### config.mk
export PLATFORM = sky130hd
export DESIGN_NAME = ipce_irq_top
export DESIGN_NICKNAME = d
export VERILOG_FILES = /design/src/ipce_sync_edge.v /design/src/ipce_edge_mux.v /design/src/ipce_irq_top.v
export VERILOG_INCLUDE_DIRS = /design/src
export SDC_FILE = /design/constraint.sdc
export NUM_CORES = 1
export LEC_CHECK = 0
export BUFFER_PORTS_ARGS = -buffer_cell sky130_fd_sc_hd__buf_2
export CORE_MARGIN = 1
export CORE_UTILIZATION = 48
export CTS_BUF_LIST = sky130_fd_sc_hd__clkbuf_4 sky130_fd_sc_hd__clkbuf_8
export CTS_CLUSTER_DIAMETER = 200
export DETAILED_ROUTE_END_ITERATION = 16
export PLACE_DENSITY_LB_ADDON = 0.2
export SLEW_MARGIN = 20
export SYNTH_ARGS = -nofsm -noshare
export SYNTH_HDL_FRONTEND = slang
export SYNTH_SLANG_ARGS = --single-unit
### constraint.sdc
create_clock -name ref_clk -period 1.95 [get_ports ref_clk]
set_clock_uncertainty 0.2 [all_clocks]
set_input_delay 0.0975 -clock ref_clk [delete_from_list [all_inputs] [get_ports ref_clk]]
set_output_delay 0.0975 -clock ref_clk [all_outputs]
set_load 0.02 [all_outputs]
### src/ipce_regs.vh
// Register offsets, field positions, reset values for the port C irq block
`ifndef IPCE_REGS_VH
`define IPCE_REGS_VH
`define IPCE_IDX_REQ      12'h0fc6
`define IPCE_IDX_ENH      12'h0fc7
`define IPCE_IDX_ENL      12'h0fc8
`define IPCE_IDX_EDGE     12'h0fcd
`define IPCE_IDX_SSEL     12'h0fce
`define IPCE_IDX_CTL      12'h0fcf
`define IPCE_IDX_EVST     12'h0fd0
`define IPCE_IDX_EVMASK   12'h0fd1
`define IPCE_IDX_PA_REQ   12'h0fd2
`define IPCE_RST_BYTE     8'h00
`define IPCE_SSEL_BIT     6
`define IPCE_CTL_EN_BIT   7
`define IPCE_PORTC_MASK   8'h0f
`define IPCE_SSEL_MASK    8'h40
`define IPCE_CTL_MASK     8'h80
`endif

### src/ipce_sync_edge.v
// Two-stage synchroniser with selectable edge detector
`default_nettype none
module ipce_sync_edge (
  // Clock and reset
  input  wire ref_clk,
  input  wire reset_n,
  // Pin and control
  input  wire pin_in,
  input  wire rise_sel,
  // Detected edge and synchronised level
  output wire edge_pulse,
  output wire level_out
);
  reg meta_ff;
  reg sync_ff;
  reg prev_ff;

  always @(posedge ref_clk) begin
    if (!reset_n) begin
      meta_ff <= 1'b0;
      sync_ff <= 1'b0;
      prev_ff <= 1'b0;
    end else begin
      meta_ff <= pin_in;
      sync_ff <= meta_ff;
      prev_ff <= sync_ff;
    end
  end

  assign level_out  = sync_ff;
  assign edge_pulse = rise_sel ? (sync_ff & ~prev_ff)
                               : (~sync_ff & prev_ff);
endmodule
`default_nettype wire

### src/ipce_edge_mux.v
// Edge detector on an already synchronised, selectable source
`default_nettype none
module ipce_edge_mux (
  // Clock and reset
  input  wire ref_clk,
  input  wire reset_n,
  // Sources, both synchronised
  input  wire src_a,
  input  wire src_b,
  input  wire sel_b,
  input  wire rise_sel,
  // Detected edge
  output wire edge_pulse
);
  reg  prev_ff;
  wire cur;

  // The old sample belongs to the old source, so a switch can fire
  assign cur = sel_b ? src_b : src_a;

  always @(posedge ref_clk) begin
    if (!reset_n)
      prev_ff <= 1'b0;
    else
      prev_ff <= cur;
  end

  assign edge_pulse = rise_sel ? (cur & ~prev_ff) : (~cur & prev_ff);
endmodule
`default_nettype wire

### src/ipce_irq_top.v
// Port C enables, edge select, shared select and master enable block
//
// The AHB-Lite register port was left to the implementer.
`default_nettype none
`include "ipce_regs.vh"
module ipce_irq_top (
  // Clock and reset
  input  wire        ref_clk,
  input  wire        reset_n,
  // AHB-Lite slave
  input  wire        hsel,
  input  wire [31:0] haddr,
  input  wire [1:0]  htrans,
  input  wire        hwrite,
  input  wire [2:0]  hsize,
  input  wire [31:0] hwdata,
  input  wire        hready,
  output wire [31:0] hrdata,
  output wire        hreadyout,
  output wire        hresp,
  // Request pins
  input  wire [3:0]  port_c_pins,
  input  wire [7:0]  port_ad_pins,
  input  wire        comparator_out,
  // CPU side
  input  wire        allow_interrupts_instr,
  input  wire        return_from_handler_instr,
  input  wire        block_interrupts_instr,
  input  wire        cpu_irq_ack,
  output wire [3:0]  portc_irq_req,
  output wire [7:0]  portc_prio_flat,
  output wire        global_irq_allow,
  // Event interrupt
  output wire        irq_out
);
  // Pin counts of the two request groups
  localparam PC_PINS = 4;
  localparam AD_PINS = 8;

  reg  [7:0]  port_c_irq_enable_high_ff;
  reg  [7:0]  port_c_irq_enable_low_ff;
  reg  [7:0]  irq_edge_polarity_ff;
  reg  [7:0]  shared_irq_source_select_ff;
  reg         global_irq_allow_ff;
  reg  [3:0]  portc_pin_pending_ff;
  reg  [7:0]  pa_pending_ff;
  reg  [7:0]  ev_status_ff;
  reg  [7:0]  ev_mask_ff;
  reg  [31:0] hrdata_ff;
  reg         wr_pend_ff;
  reg  [11:0] wr_idx_ff;
  reg  [7:0]  nxt_rd;
  // Next values, settled before each clock edge
  reg  [7:0]  nxt_enh;
  reg  [7:0]  nxt_enl;
  reg  [7:0]  nxt_edge;
  reg  [7:0]  nxt_ssel;
  reg  [7:0]  nxt_evmask;
  reg         nxt_allow;
  reg  [3:0]  nxt_pc_pend;
  reg  [7:0]  nxt_pa_pend;
  reg  [7:0]  nxt_ev_status;
  wire        addr_phase;
  wire [11:0] a_idx;
  wire [11:0] w_idx;
  wire [7:0]  wdata;
  reg         wr_enh;
  reg         wr_enl;
  reg         wr_edge;
  reg         wr_ssel;
  reg         wr_ctl;
  reg         wr_req;
  reg         wr_pa;
  reg         wr_evst;
  reg         wr_evmask;
  wire [3:0]  pc_edge;
  wire [7:0]  pad_edge;
  wire [7:0]  pad_level;
  wire        cmp_level;
  wire        pin6_edge;
  wire [7:0]  pa_hit;
  wire [7:0]  ev_set;
  wire [1:0]  prio [0:3];

  assign addr_phase = hsel & hready & htrans[1];
  assign a_idx      = haddr[13:2];
  assign w_idx      = wr_idx_ff;
  assign wdata      = hwdata[7:0];

  // Write data arrives a cycle after the address, so latch the target
  always @(posedge ref_clk) begin
    if (!reset_n) begin
      wr_pend_ff <= 1'b0;
      wr_idx_ff  <= 12'h000;
    end else begin
      wr_pend_ff <= addr_phase & hwrite;
      if (addr_phase) begin
        wr_idx_ff <= a_idx;
      end
    end
  end

  // One strobe per register, live only in the write data phase
  always @* begin
    wr_enh    = 1'b0;
    wr_enl    = 1'b0;
    wr_edge   = 1'b0;
    wr_ssel   = 1'b0;
    wr_ctl    = 1'b0;
    wr_req    = 1'b0;
    wr_pa     = 1'b0;
    wr_evst   = 1'b0;
    wr_evmask = 1'b0;
    case (w_idx)
      `IPCE_IDX_ENH:    wr_enh    = wr_pend_ff;
      `IPCE_IDX_ENL:    wr_enl    = wr_pend_ff;
      `IPCE_IDX_EDGE:   wr_edge   = wr_pend_ff;
      `IPCE_IDX_SSEL:   wr_ssel   = wr_pend_ff;
      `IPCE_IDX_CTL:    wr_ctl    = wr_pend_ff;
      `IPCE_IDX_REQ:    wr_req    = wr_pend_ff;
      `IPCE_IDX_PA_REQ: wr_pa     = wr_pend_ff;
      `IPCE_IDX_EVST:   wr_evst   = wr_pend_ff;
      `IPCE_IDX_EVMASK: wr_evmask = wr_pend_ff;
      default:          wr_enh    = 1'b0;
    endcase
  end

  // Next values of the configuration registers
  always @* begin
    nxt_enh    = port_c_irq_enable_high_ff;
    nxt_enl    = port_c_irq_enable_low_ff;
    nxt_edge   = irq_edge_polarity_ff;
    nxt_ssel   = shared_irq_source_select_ff;
    nxt_evmask = ev_mask_ff;
    if (wr_enh) begin
      nxt_enh = wdata & `IPCE_PORTC_MASK;
    end
    if (wr_enl) begin
      nxt_enl = wdata & `IPCE_PORTC_MASK;
    end
    if (wr_edge) begin
      nxt_edge = wdata;
    end
    if (wr_ssel) begin
      nxt_ssel = wdata & `IPCE_SSEL_MASK;
    end
    if (wr_evmask) begin
      nxt_evmask = wdata;
    end
  end

  // Configuration registers
  always @(posedge ref_clk) begin
    if (!reset_n) begin
      port_c_irq_enable_high_ff   <= `IPCE_RST_BYTE;
      port_c_irq_enable_low_ff    <= `IPCE_RST_BYTE;
      irq_edge_polarity_ff        <= `IPCE_RST_BYTE;
      shared_irq_source_select_ff <= `IPCE_RST_BYTE;
      ev_mask_ff                  <= `IPCE_RST_BYTE;
    end else begin
      port_c_irq_enable_high_ff   <= nxt_enh;
      port_c_irq_enable_low_ff    <= nxt_enl;
      irq_edge_polarity_ff        <= nxt_edge;
      shared_irq_source_select_ff <= nxt_ssel;
      ev_mask_ff                  <= nxt_evmask;
    end
  end

  // Master enable: disable and ack outrank enable and return, which outrank a control write,
  // so an acknowledge never leaves the enable standing
  always @* begin
    nxt_allow = global_irq_allow_ff;
    if (block_interrupts_instr | cpu_irq_ack) begin
      nxt_allow = 1'b0;
    end else if (allow_interrupts_instr | return_from_handler_instr) begin
      nxt_allow = 1'b1;
    end else if (wr_ctl) begin
      nxt_allow = wdata[`IPCE_CTL_EN_BIT];
    end
  end

  always @(posedge ref_clk) begin
    if (!reset_n) begin
      global_irq_allow_ff <= 1'b0;
    end else begin
      global_irq_allow_ff <= nxt_allow;
    end
  end

  // Port C pins: falling edge fixed, since no polarity control exists
  genvar gi;
  generate
    for (gi = 0; gi < PC_PINS; gi = gi + 1) begin : g_pc
      ipce_sync_edge u_pc (
        .ref_clk    (ref_clk),
        .reset_n    (reset_n),
        .pin_in     (port_c_pins[gi]),
        .rise_sel   (1'b0),
        .edge_pulse (pc_edge[gi]),
        .level_out  ()
      );
      assign prio[gi] = {port_c_irq_enable_high_ff[gi],
                         port_c_irq_enable_low_ff[gi]};
      assign portc_prio_flat[2*gi+1:2*gi] = prio[gi];
    end
    for (gi = 0; gi < AD_PINS; gi = gi + 1) begin : g_pad
      ipce_sync_edge u_pad (
        .ref_clk    (ref_clk),
        .reset_n    (reset_n),
        .pin_in     (port_ad_pins[gi]),
        .rise_sel   (irq_edge_polarity_ff[gi]),
        .edge_pulse (pad_edge[gi]),
        .level_out  (pad_level[gi])
      );
    end
  endgenerate

  // Only the synchronised level is used; pin6 edges come from the mux
  ipce_sync_edge u_cmp (
    .ref_clk    (ref_clk),
    .reset_n    (reset_n),
    .pin_in     (comparator_out),
    .rise_sel   (1'b0),
    .edge_pulse (),
    .level_out  (cmp_level)
  );

  // Edge taken after the mux, so a source switch may fire by itself
  ipce_edge_mux u_pin6 (
    .ref_clk    (ref_clk),
    .reset_n    (reset_n),
    .src_a      (pad_level[6]),
    .src_b      (cmp_level),
    .sel_b      (shared_irq_source_select_ff[`IPCE_SSEL_BIT]),
    .rise_sel   (irq_edge_polarity_ff[6]),
    .edge_pulse (pin6_edge)
  );

  assign pa_hit = {pad_edge[7], pin6_edge, pad_edge[5:0]};

  // Pending bits: new arrivals win over a software clear
  always @* begin
    nxt_pc_pend = portc_pin_pending_ff;
    nxt_pa_pend = pa_pending_ff;
    if (wr_req) begin
      nxt_pc_pend = wdata[3:0];
    end
    if (wr_pa) begin
      nxt_pa_pend = wdata;
    end
    nxt_pc_pend = nxt_pc_pend | pc_edge;
    nxt_pa_pend = nxt_pa_pend | pa_hit;
  end

  always @(posedge ref_clk) begin
    if (!reset_n) begin
      portc_pin_pending_ff <= 4'h0;
      pa_pending_ff        <= 8'h00;
    end else begin
      portc_pin_pending_ff <= nxt_pc_pend;
      pa_pending_ff        <= nxt_pa_pend;
    end
  end

  // Vectored requests only while the master enable is on
  generate
    for (gi = 0; gi < PC_PINS; gi = gi + 1) begin : g_req
      assign portc_irq_req[gi] = global_irq_allow_ff
                                 & portc_pin_pending_ff[gi]
                                 & (prio[gi] != 2'b00);
    end
  endgenerate

  assign global_irq_allow = global_irq_allow_ff;

  // Event status: bits 3:0 port C arrivals, 7:4 pins 4..7 of A/D, with bit 6 taken from the shared pin6 mux
  assign ev_set = {pa_hit[7:4], pc_edge};

  // Write one to clear; an event in the same cycle keeps its bit,
  // so a clear can never swallow a fresh arrival
  always @* begin
    nxt_ev_status = ev_status_ff;
    if (wr_evst) begin
      nxt_ev_status = ev_status_ff & ~wdata;
    end
    nxt_ev_status = nxt_ev_status | ev_set;
  end

  always @(posedge ref_clk) begin
    if (!reset_n) begin
      ev_status_ff <= 8'h00;
    end else begin
      ev_status_ff <= nxt_ev_status;
    end
  end

  assign irq_out = |(ev_status_ff & ev_mask_ff);

  // Read mux
  always @* begin
    case (a_idx)
      `IPCE_IDX_REQ:    nxt_rd = {4'h0, portc_pin_pending_ff};
      `IPCE_IDX_ENH:    nxt_rd = port_c_irq_enable_high_ff;
      `IPCE_IDX_ENL:    nxt_rd = port_c_irq_enable_low_ff;
      `IPCE_IDX_EDGE:   nxt_rd = irq_edge_polarity_ff;
      `IPCE_IDX_SSEL:   nxt_rd = shared_irq_source_select_ff;
      `IPCE_IDX_CTL:    nxt_rd = {global_irq_allow_ff, 7'h00};
      `IPCE_IDX_EVST:   nxt_rd = ev_status_ff;
      `IPCE_IDX_EVMASK: nxt_rd = ev_mask_ff;
      `IPCE_IDX_PA_REQ: nxt_rd = pa_pending_ff;
      default:          nxt_rd = 8'h00;
    endcase
  end

  // Read data is taken in the address phase and stands all data phase
  always @(posedge ref_clk) begin
    if (!reset_n) begin
      hrdata_ff <= 32'h0000_0000;
    end else if (addr_phase & ~hwrite) begin
      hrdata_ff <= {24'h00_0000, nxt_rd};
    end
  end

  assign hrdata    = hrdata_ff;
  assign hreadyout = 1'b1;
  assign hresp     = 1'b0;
endmodule
`default_nettype wire

==> qor.yml, run 1 <==
antenna_cells: 0
antenna_found_initial: 0
timing_max_transition_violations_final: 0
cts-htree-levels: 3
area_fraction_of_the_dominant_cell_type_after_synthesis_pct: 45.52
startpoint: "haddr[2]"
port-buffer-count: 64
netlist_instances: 499
endpoint_kind: "flop"
library_cell_with_the_highest_instance_count_after_synthesis: "sky130_fd_sc_hd__dfxtp_1"
antenna_viol_nets_final: 0
fin_total_pwr_uw: 4018
synth_seq_area_share_pct: 45.52
clock_path_buffers: 2
detailedPlace.worstSlack_ns: -0.04538
vdd_drop_max_mv: 0.5300
worstPathArrival_ns: 1.99
core_mm2: 0.009284
rr_worst_depth: 5
cts.root.buffer_cell: "sky130_fd_sc_hd__clkbuf_8"
post_drt_wl_per_cell_um: 14.33
p_leak_uw: 0.002516
yosysWarnings: 0
placementRows: 35
placed_cells_incl_taps: 687
power.density_cell_area_mw_per_mm2: 704.1
swShare_pct: 25.08
cts_tree: "yes"
drt-vias-per-instance: 5.108
switchingPower_uw: 1008
worstPathMaxFanout: 8
yosys.area.top_type: "sky130_fd_sc_hd__dfxtp_1"
clock_power_share_pct: 35.7
hold_path.class: "input port to flop"
number_of_global_route_vias_before_repair: 3433
r2r-start: "w_idx[10]$_SDFFE_PN0P_"
cpMaxStageDelayCell: "sky130_fd_sc_hd__dlygate4sd3_1"
hold_depth: 4
fillers: 794
routed_wire_length_um: 10610
critical-path-max-stage-delay_ns: 0.54
grt_pass1_wl_um: 16760
comb_power_share_pct: 8.8
synth_area_per_cell_um2: 9.255
crit_path_cell_trace: "dlygate4sd3_1 > buf_2 > nor4b_2 > buf_4 > a22oi_1 > a311oi_1 > a21oi_1 > o21ai_0"
pwr-share-seq_pct: 55.5
number_of_nets_in_the_layout: 697
fmax_mhz: 529.7
drv_cap: 0
status: "finished, final reports clean"
synth_top_flop_cell: "sky130_fd_sc_hd__dfxtp_1"
finalWorstPathRequiredPeriod_ns: 1.888
dp_hpwl_um: 7313
synth_top_cells_by_count: "sky130_fd_sc_hd__dfxtp_1, sky130_fd_sc_hd__nand2_1, sky130_fd_sc_hd__mux2i_1, sky130_fd_sc_hd__and2_1, sky130_fd_sc_hd__nor2b_1"
layout-drive-gt1-share_pct: 19.80
grt_usage_pct: 21.55
finalCritPeriodShare_pct: 96.82
cp_data_required_time_ns: 2.05
io_pins: 139
total_die_area_mm2: 0.01002
cts.reportedPaths.clkPinSlew_ns: 0.10
startpoint_type: "input port"
first_iter_violations: 181
clock_sinks: 105
first_pass_iters: 5
ys_async_sr_fraction_pct: 0
synth.cell_area_mm2: 0.004618
drc_errors: 0
start_util_pct: 49.74
floorplan.die.width_um: 100.1
hold_path.startpoint: "reset_n"
globalRouteOverflowTotal: 0
postLayoutSetupSlackWorst_ns: 0.06197
synth.ff_latch_count: 105
synth_enable_flop_cells: 0
internal_power_uw: 3010
synthTopCellsByArea: "sky130_fd_sc_hd__dfxtp_1, sky130_fd_sc_hd__mux2i_1, sky130_fd_sc_hd__and2_1"
grt_max_degree: 103
rsz0062_at_grt: "no"
syn2layout_area_growth_pct: 23.57
die_height_um: 100.1
hold_slack_ns: 0.02152
layoutNonFillerInstCount: 740
route.vias.total: 3780
finalWeightedCongestion: 0.8763
worstSetupPathType: "input port to flop"
count_of_final_setup_violators: 0
cts_made_buffers: 9
synth.lib_cells_used.distinct: 45
final-hold-violation-count: 0
clock_latency_ns: 0.37
## cells by family after synthesis
family	synth area share, %
other cells	0.1626
flops	45.52
simple gates	23.73
compound gates	14.25
mux	9.103
buf+inv	7.234
## stage by stage
step	area, um2	setup TNS (ns)	util, %
2_1_floorplan	4708	0	-
3_3_place_gp	5064	-0.06731	54.54
3_5_place_dp	5064	-0.1695	54.54
4_1_cts	5652	0	60.88
5_1_grt	5707	0	61.47
6_report	5707	0	61.47
## worst max-delay path, delay by kind of cell
| kind | cells | cell delay [ns] |
|---|---|---|
| compound gates | 4 | 0.68 |
| buf+inv | 3 | 0.91 |
| simple gates | 1 | 0.30 |
## layer usage
layer,wire length (um),global-route usage (%),vias up,part of all wire (%)
met5,0,0,-,0
met4,187,7.023,0,1.8
met3,544,3.969,16,5.1
met2,5055,36.98,130,48
met1,4820,27.44,1739,45
li1,-,-,1895,-
## placed cells by master, fill, tap and decap left out, types with 2 or more instances in the layout
cell type                       netlist  layout
sky130_fd_sc_hd__nand2_1             47      47
sky130_fd_sc_hd__a21oi_1             14      13
sky130_fd_sc_hd__nand3_1             11      11
sky130_fd_sc_hd__a31oi_1              3       3
sky130_fd_sc_hd__nor2_1              11      11
sky130_fd_sc_hd__dfxtp_1            105     100
sky130_fd_sc_hd__a311oi_1             3       3
sky130_fd_sc_hd__nor3_1               5       3
sky130_fd_sc_hd__nand2b_1             8       8
sky130_fd_sc_hd__a21boi_1             9      11
sky130_fd_sc_hd__nand4_1              7       7
sky130_fd_sc_hd__buf_2                6      63
sky130_fd_sc_hd__buf_4               26      22
sky130_fd_sc_hd__o211a_1              4       4
sky130_fd_sc_hd__nand4b_1             2       2
sky130_fd_sc_hd__and3_1               2       2
sky130_fd_sc_hd__clkbuf_8             0       9
sky130_fd_sc_hd__nor3b_1             10      10
sky130_fd_sc_hd__or3_4                1       2
sky130_fd_sc_hd__a21boi_0            20      18
sky130_fd_sc_hd__nor2b_1             33      33
sky130_fd_sc_hd__inv_1                8       8
sky130_fd_sc_hd__mux2i_1             42      42
sky130_fd_sc_hd__o21ai_0             29      26
sky130_fd_sc_hd__a211oi_1             4       4
sky130_fd_sc_hd__inv_8                0       2
sky130_fd_sc_hd__a32oi_1              2       2
sky130_fd_sc_hd__a22oi_1              9       9
sky130_fd_sc_hd__and2_1              37      37
sky130_fd_sc_hd__conb_1               2      26
sky130_fd_sc_hd__nand3b_1             6       6
sky130_fd_sc_hd__dlygate4sd3_1        0      36
sky130_fd_sc_hd__o21ai_1              0       3
sky130_fd_sc_hd__dfxtp_2              0       5
## sequential cells by signal, summed over array words and instances (netlist names), 4 cells and up
name,count
pa_pending_ff,8
g_pad.u_pad.meta_ff,8
g_pc.u_pc.meta_ff,4
portc_pin_pending_ff,4
hrdata,8
port_c_irq_enable_high_ff,4
ev_mask_ff,8
port_c_irq_enable_low_ff,4
w_idx,12
ev_status_ff,8
g_pc.u_pc.prev_ff,4
g_pc.u_pc.level_out,4
g_pad.u_pad.level_out,8
irq_edge_polarity_ff,8
g_pad.u_pad.prev_ff,7
## final cells by class
cell class / count / area [um2] / area share (%)
inverters: 8 / 30.03 / 0.5262
well taps: 129 / 161.4 / 2.828
clock buffers: 10 / 131.4 / 2.302
multi-input cells: 359 / 2317 / 40.61
clock inverters: 6 / 86.33 / 1.513
repair buffers: 123 / 872.1 / 15.28
flip-flops and latches: 105 / 2108 / 36.94
## final timing paths
check / to / slack, ns
setup / recovery: hrdata[3]$_SDFFE_PN0P_ / 0.06
hold / removal: hrdata[0]$_SDFFE_PN0P_ / 0.02
setup reg to reg: ev_status_ff[3]$_SDFF_PN0_ / 0.08
hold reg to reg: g_pad[7].u_pad.level_out$_SDFF_PN0_ / 0.24
## repair_timing
item / CTS / global route
hold endpoints to repair: 68 / 0
gates resized for setup: 4 / 20
buffers inserted: 0 / 2
hold buffers: 36 / 0
cloned: 0 / 0
pin swaps: 1 / 7
endpoints found under the setup margin: 9 / 25
## power groups by stage
stage | combinational [uW] | sequential (uW) | clock (uW)
2_1_floorplan | 229 | 2270 | 0
3_3_place_gp | 286 | 2280 | 0
3_5_place_dp | 292 | 2280 | 0
4_1_cts | 348 | 2230 | 1460
5_1_grt | 389 | 2240 | 1550
6_report | 355 | 2230 | 1430
No activity file was read; power rests on OpenSTA's default activity.
==> inputs of run 2 (changes only) <==
--- a/config.mk
+++ b/config.mk
@@ -12,6 +12,7 @@
 export CTS_BUF_LIST = sky130_fd_sc_hd__clkbuf_4 sky130_fd_sc_hd__clkbuf_8
 export CTS_CLUSTER_DIAMETER = 200
 export DETAILED_ROUTE_END_ITERATION = 16
+export HOLD_SLACK_MARGIN = 0.1
 export PLACE_DENSITY_LB_ADDON = 0.2
 export SLEW_MARGIN = 20
 export SYNTH_ARGS = -nofsm -noshare
==> constraint.sdc (replaced) <==
create_clock -name ref_clk -period 1.95 [get_ports ref_clk]
set_clock_uncertainty 0.2 [all_clocks]
set_input_delay 0.0975 -clock ref_clk [delete_from_list [all_inputs] [get_ports ref_clk]]
set_output_delay 0.0975 -clock ref_clk [all_outputs]
set_load 0.01 [all_outputs]
==> run 2 against run 1 <==
  * Sequential power about the same
  * Highest routed layer unchanged
  * Count of clock-buffer cells in the layout unchanged
  * Clock power about the same
  * Design area up 4.4%
  * Largest power group unchanged
  * Non-clock buffer count up 24
  * Sequential share of layout area down 1.5 points
  * Critical path depth unchanged
==> qor.yml, run 2 (same netlist as run 1, synthesis figures left out) <==
startpoint_type: "input port"  # unchanged
clock_sinks: 105  # unchanged
antenna_viol_nets_final: 0  # unchanged
timing_max_transition_violations_final: 0  # unchanged
finalWorstPathRequiredPeriod_ns: 1.888  # about the same
fmax_mhz: 529.7  # about the same
worstPathMaxFanout: 4  # was 8
globalRouteOverflowTotal: 0  # unchanged
largest_reg_flops: 12  # unchanged
grt_pass1_wl_um: 17400  # was 16760 um
port-buffer-count: 64  # unchanged
number_of_global_route_vias_before_repair: 3579  # was 3433
endpoint_kind: "flop"  # unchanged
mostFrequentLayoutCell: "sky130_fd_sc_hd__dfxtp_1"  # unchanged
cts.reportedPaths.clkPinSlew_ns: 0.10  # about the same
critical-path-max-stage-delay_ns: 0.53  # was 0.54 ns
p_leak_uw: 0.002660  # was 0.002516 uW
drc_errors: 0  # unchanged
clock_path_buffers: 2  # unchanged
antenna_found_initial: 0  # unchanged
cpMaxStageDelayCell: "sky130_fd_sc_hd__dlygate4sd3_1"  # unchanged
start_util_pct: 49.74  # unchanged
hold_path.class: "input port to flop"  # unchanged
vdd_drop_max_mv: 0.5182  # was 0.5300 mV
count_of_final_setup_violators: 0  # unchanged
power.density_cell_area_mw_per_mm2: 677.3  # was 704.1 mW/mm2
io_pins: 139  # unchanged
finalWeightedCongestion: 0.8763  # unchanged
placementRows: 35  # unchanged
die_height_um: 100.1  # unchanged
crit_path_cell_trace: "dlygate4sd3_1 > buf_2 > nand3b_1 > or2_1 > buf_4 > a311oi_1 > a21oi_1 > o21ai_0"  # was dlygate4sd3_1 > buf_2 > nor4b_2 > buf_4 > a22oi_1 > a311oi_1 > a21oi_1 > o21ai_0
grt_usage_pct: 22.36  # was 21.55%
number_of_nets_in_the_layout: 721  # was 697
final-hold-violation-count: 0  # unchanged
cts_tree: "yes"  # unchanged
routed_wire_length_um: 11000  # was 10610 um
drv_cap: 0  # unchanged
first_iter_violations: 208  # was 181
antenna_cells: 0  # unchanged
hold_slack_ns: 0.08097  # was 0.02152 ns
status: "finished, final reports clean"  # unchanged
syn2layout_area_growth_pct: 28.96  # was 23.57%
drt-vias-per-instance: 5.085  # was 5.108
total_die_area_mm2: 0.01002  # unchanged
cts-htree-levels: 3  # unchanged
worstSetupPathType: "input port to flop"  # unchanged
cp_data_required_time_ns: 2.06  # was 2.05 ns
finalCritPeriodShare_pct: 96.81  # was 96.82%
route.vias.total: 3885  # was 3780
cts.root.buffer_cell: "sky130_fd_sc_hd__clkbuf_8"  # unchanged
core_mm2: 0.009284  # unchanged
post_drt_wl_per_cell_um: 14.40  # was 14.33 um
dp_hpwl_um: 7313  # unchanged
grt_max_degree: 103  # unchanged
first_pass_iters: 5  # unchanged
cts_made_buffers: 9  # unchanged
floorplan.die.width_um: 100.1  # unchanged
layout-drive-gt1-share_pct: 18.90  # was 19.80%
clock_latency_ns: 0.37  # about the same
fin_tns_setup_ns: 0  # unchanged
final_cell_mix: "sky130_fd_sc_hd__dfxtp_1, sky130_fd_sc_hd__buf_2, sky130_fd_sc_hd__dlygate4sd3_1"  # was sky130_fd_sc_hd__dfxtp_1, sky130_fd_sc_hd__buf_2, sky130_fd_sc_hd__nand2_1
worstPathArrival_ns: 1.99  # about the same
post-route-util_pct: 64.15  # was 61.47%
run 2: worst max-delay path: cells and delay by family:
kind / cells / cell delay (ns)
AO/OA/AOI/OAI: 3 / 0.59
buffers and inverters: 3 / 0.83
AND/OR/NAND/NOR: 2 / 0.47
run 2: area by class of cell:
class,instances,area [um2]
sequential,105,2108
inverter,8,30.03
multi-input combinational,359,2315
clock inverter,6,86.33
clock buffer,10,131.4
timing repair buffer,147,1124
fill,762,3328
tap,129,161.4
run 2: worst paths after layout:
kind                             from                          to  slack, ns  depth (start not counted)
min                         htrans[1]      hrdata[6]$_SDFFE_PN0P_       0.08                          5
max                          haddr[7]      hrdata[2]$_SDFFE_PN0P_       0.06                          8
max reg2reg    w_idx[10]$_SDFFE_PN0P_  ev_status_ff[3]$_SDFF_PN0_       0.08                          5
min reg2reg  u_cmp.meta_ff$_SDFF_PN0_  u_cmp.level_out$_SDFF_PN0_       0.24                          1
run 2: metal layers:
metal / routed length, um / track usage (%) / part of all wire [%] / up-vias
li1: - / - / - / 1939
met1: 4954 / 28.15 / 45 / 1800
met2: 5285 / 38.99 / 48 / 128
met3: 571 / 3.969 / 5.2 / 18
met4: 190 / 7.023 / 1.7 / 0
met5: 0 / 0 / 0 / -
run 2: through the flow:
step / power, uW / area [um2] / std cells / worst slack, ns
after floorplan: 2474 / 4708 / 523 / 0.09885
after global placement: 2541 / 5064 / 687 / -0.02146
after detailed placement: 2549 / 5064 / 687 / -0.04538
after CTS: 4053 / 5902 / 764 / 0.0001448
after global routing: 4185 / 5956 / 764 / -0.01397
final: 4034 / 5956 / 764 / 0.06219
run 2: where the power goes:
part           switching, uW  total (uW)  internal (uW)
sequential              31.5        2230           2200
clock                    792        1440            644
combinational            173         367            194
total                    997        4030           3040
run 2: timing repair:
action / CTS / global route
pin swaps: 1 / 6
setup buffers: 0 / 2
hold buffers: 61 / 0
hold endpoints to repair: 93 / 0
setup endpoints to repair: 9 / 32
gates resized for setup: 4 / 21
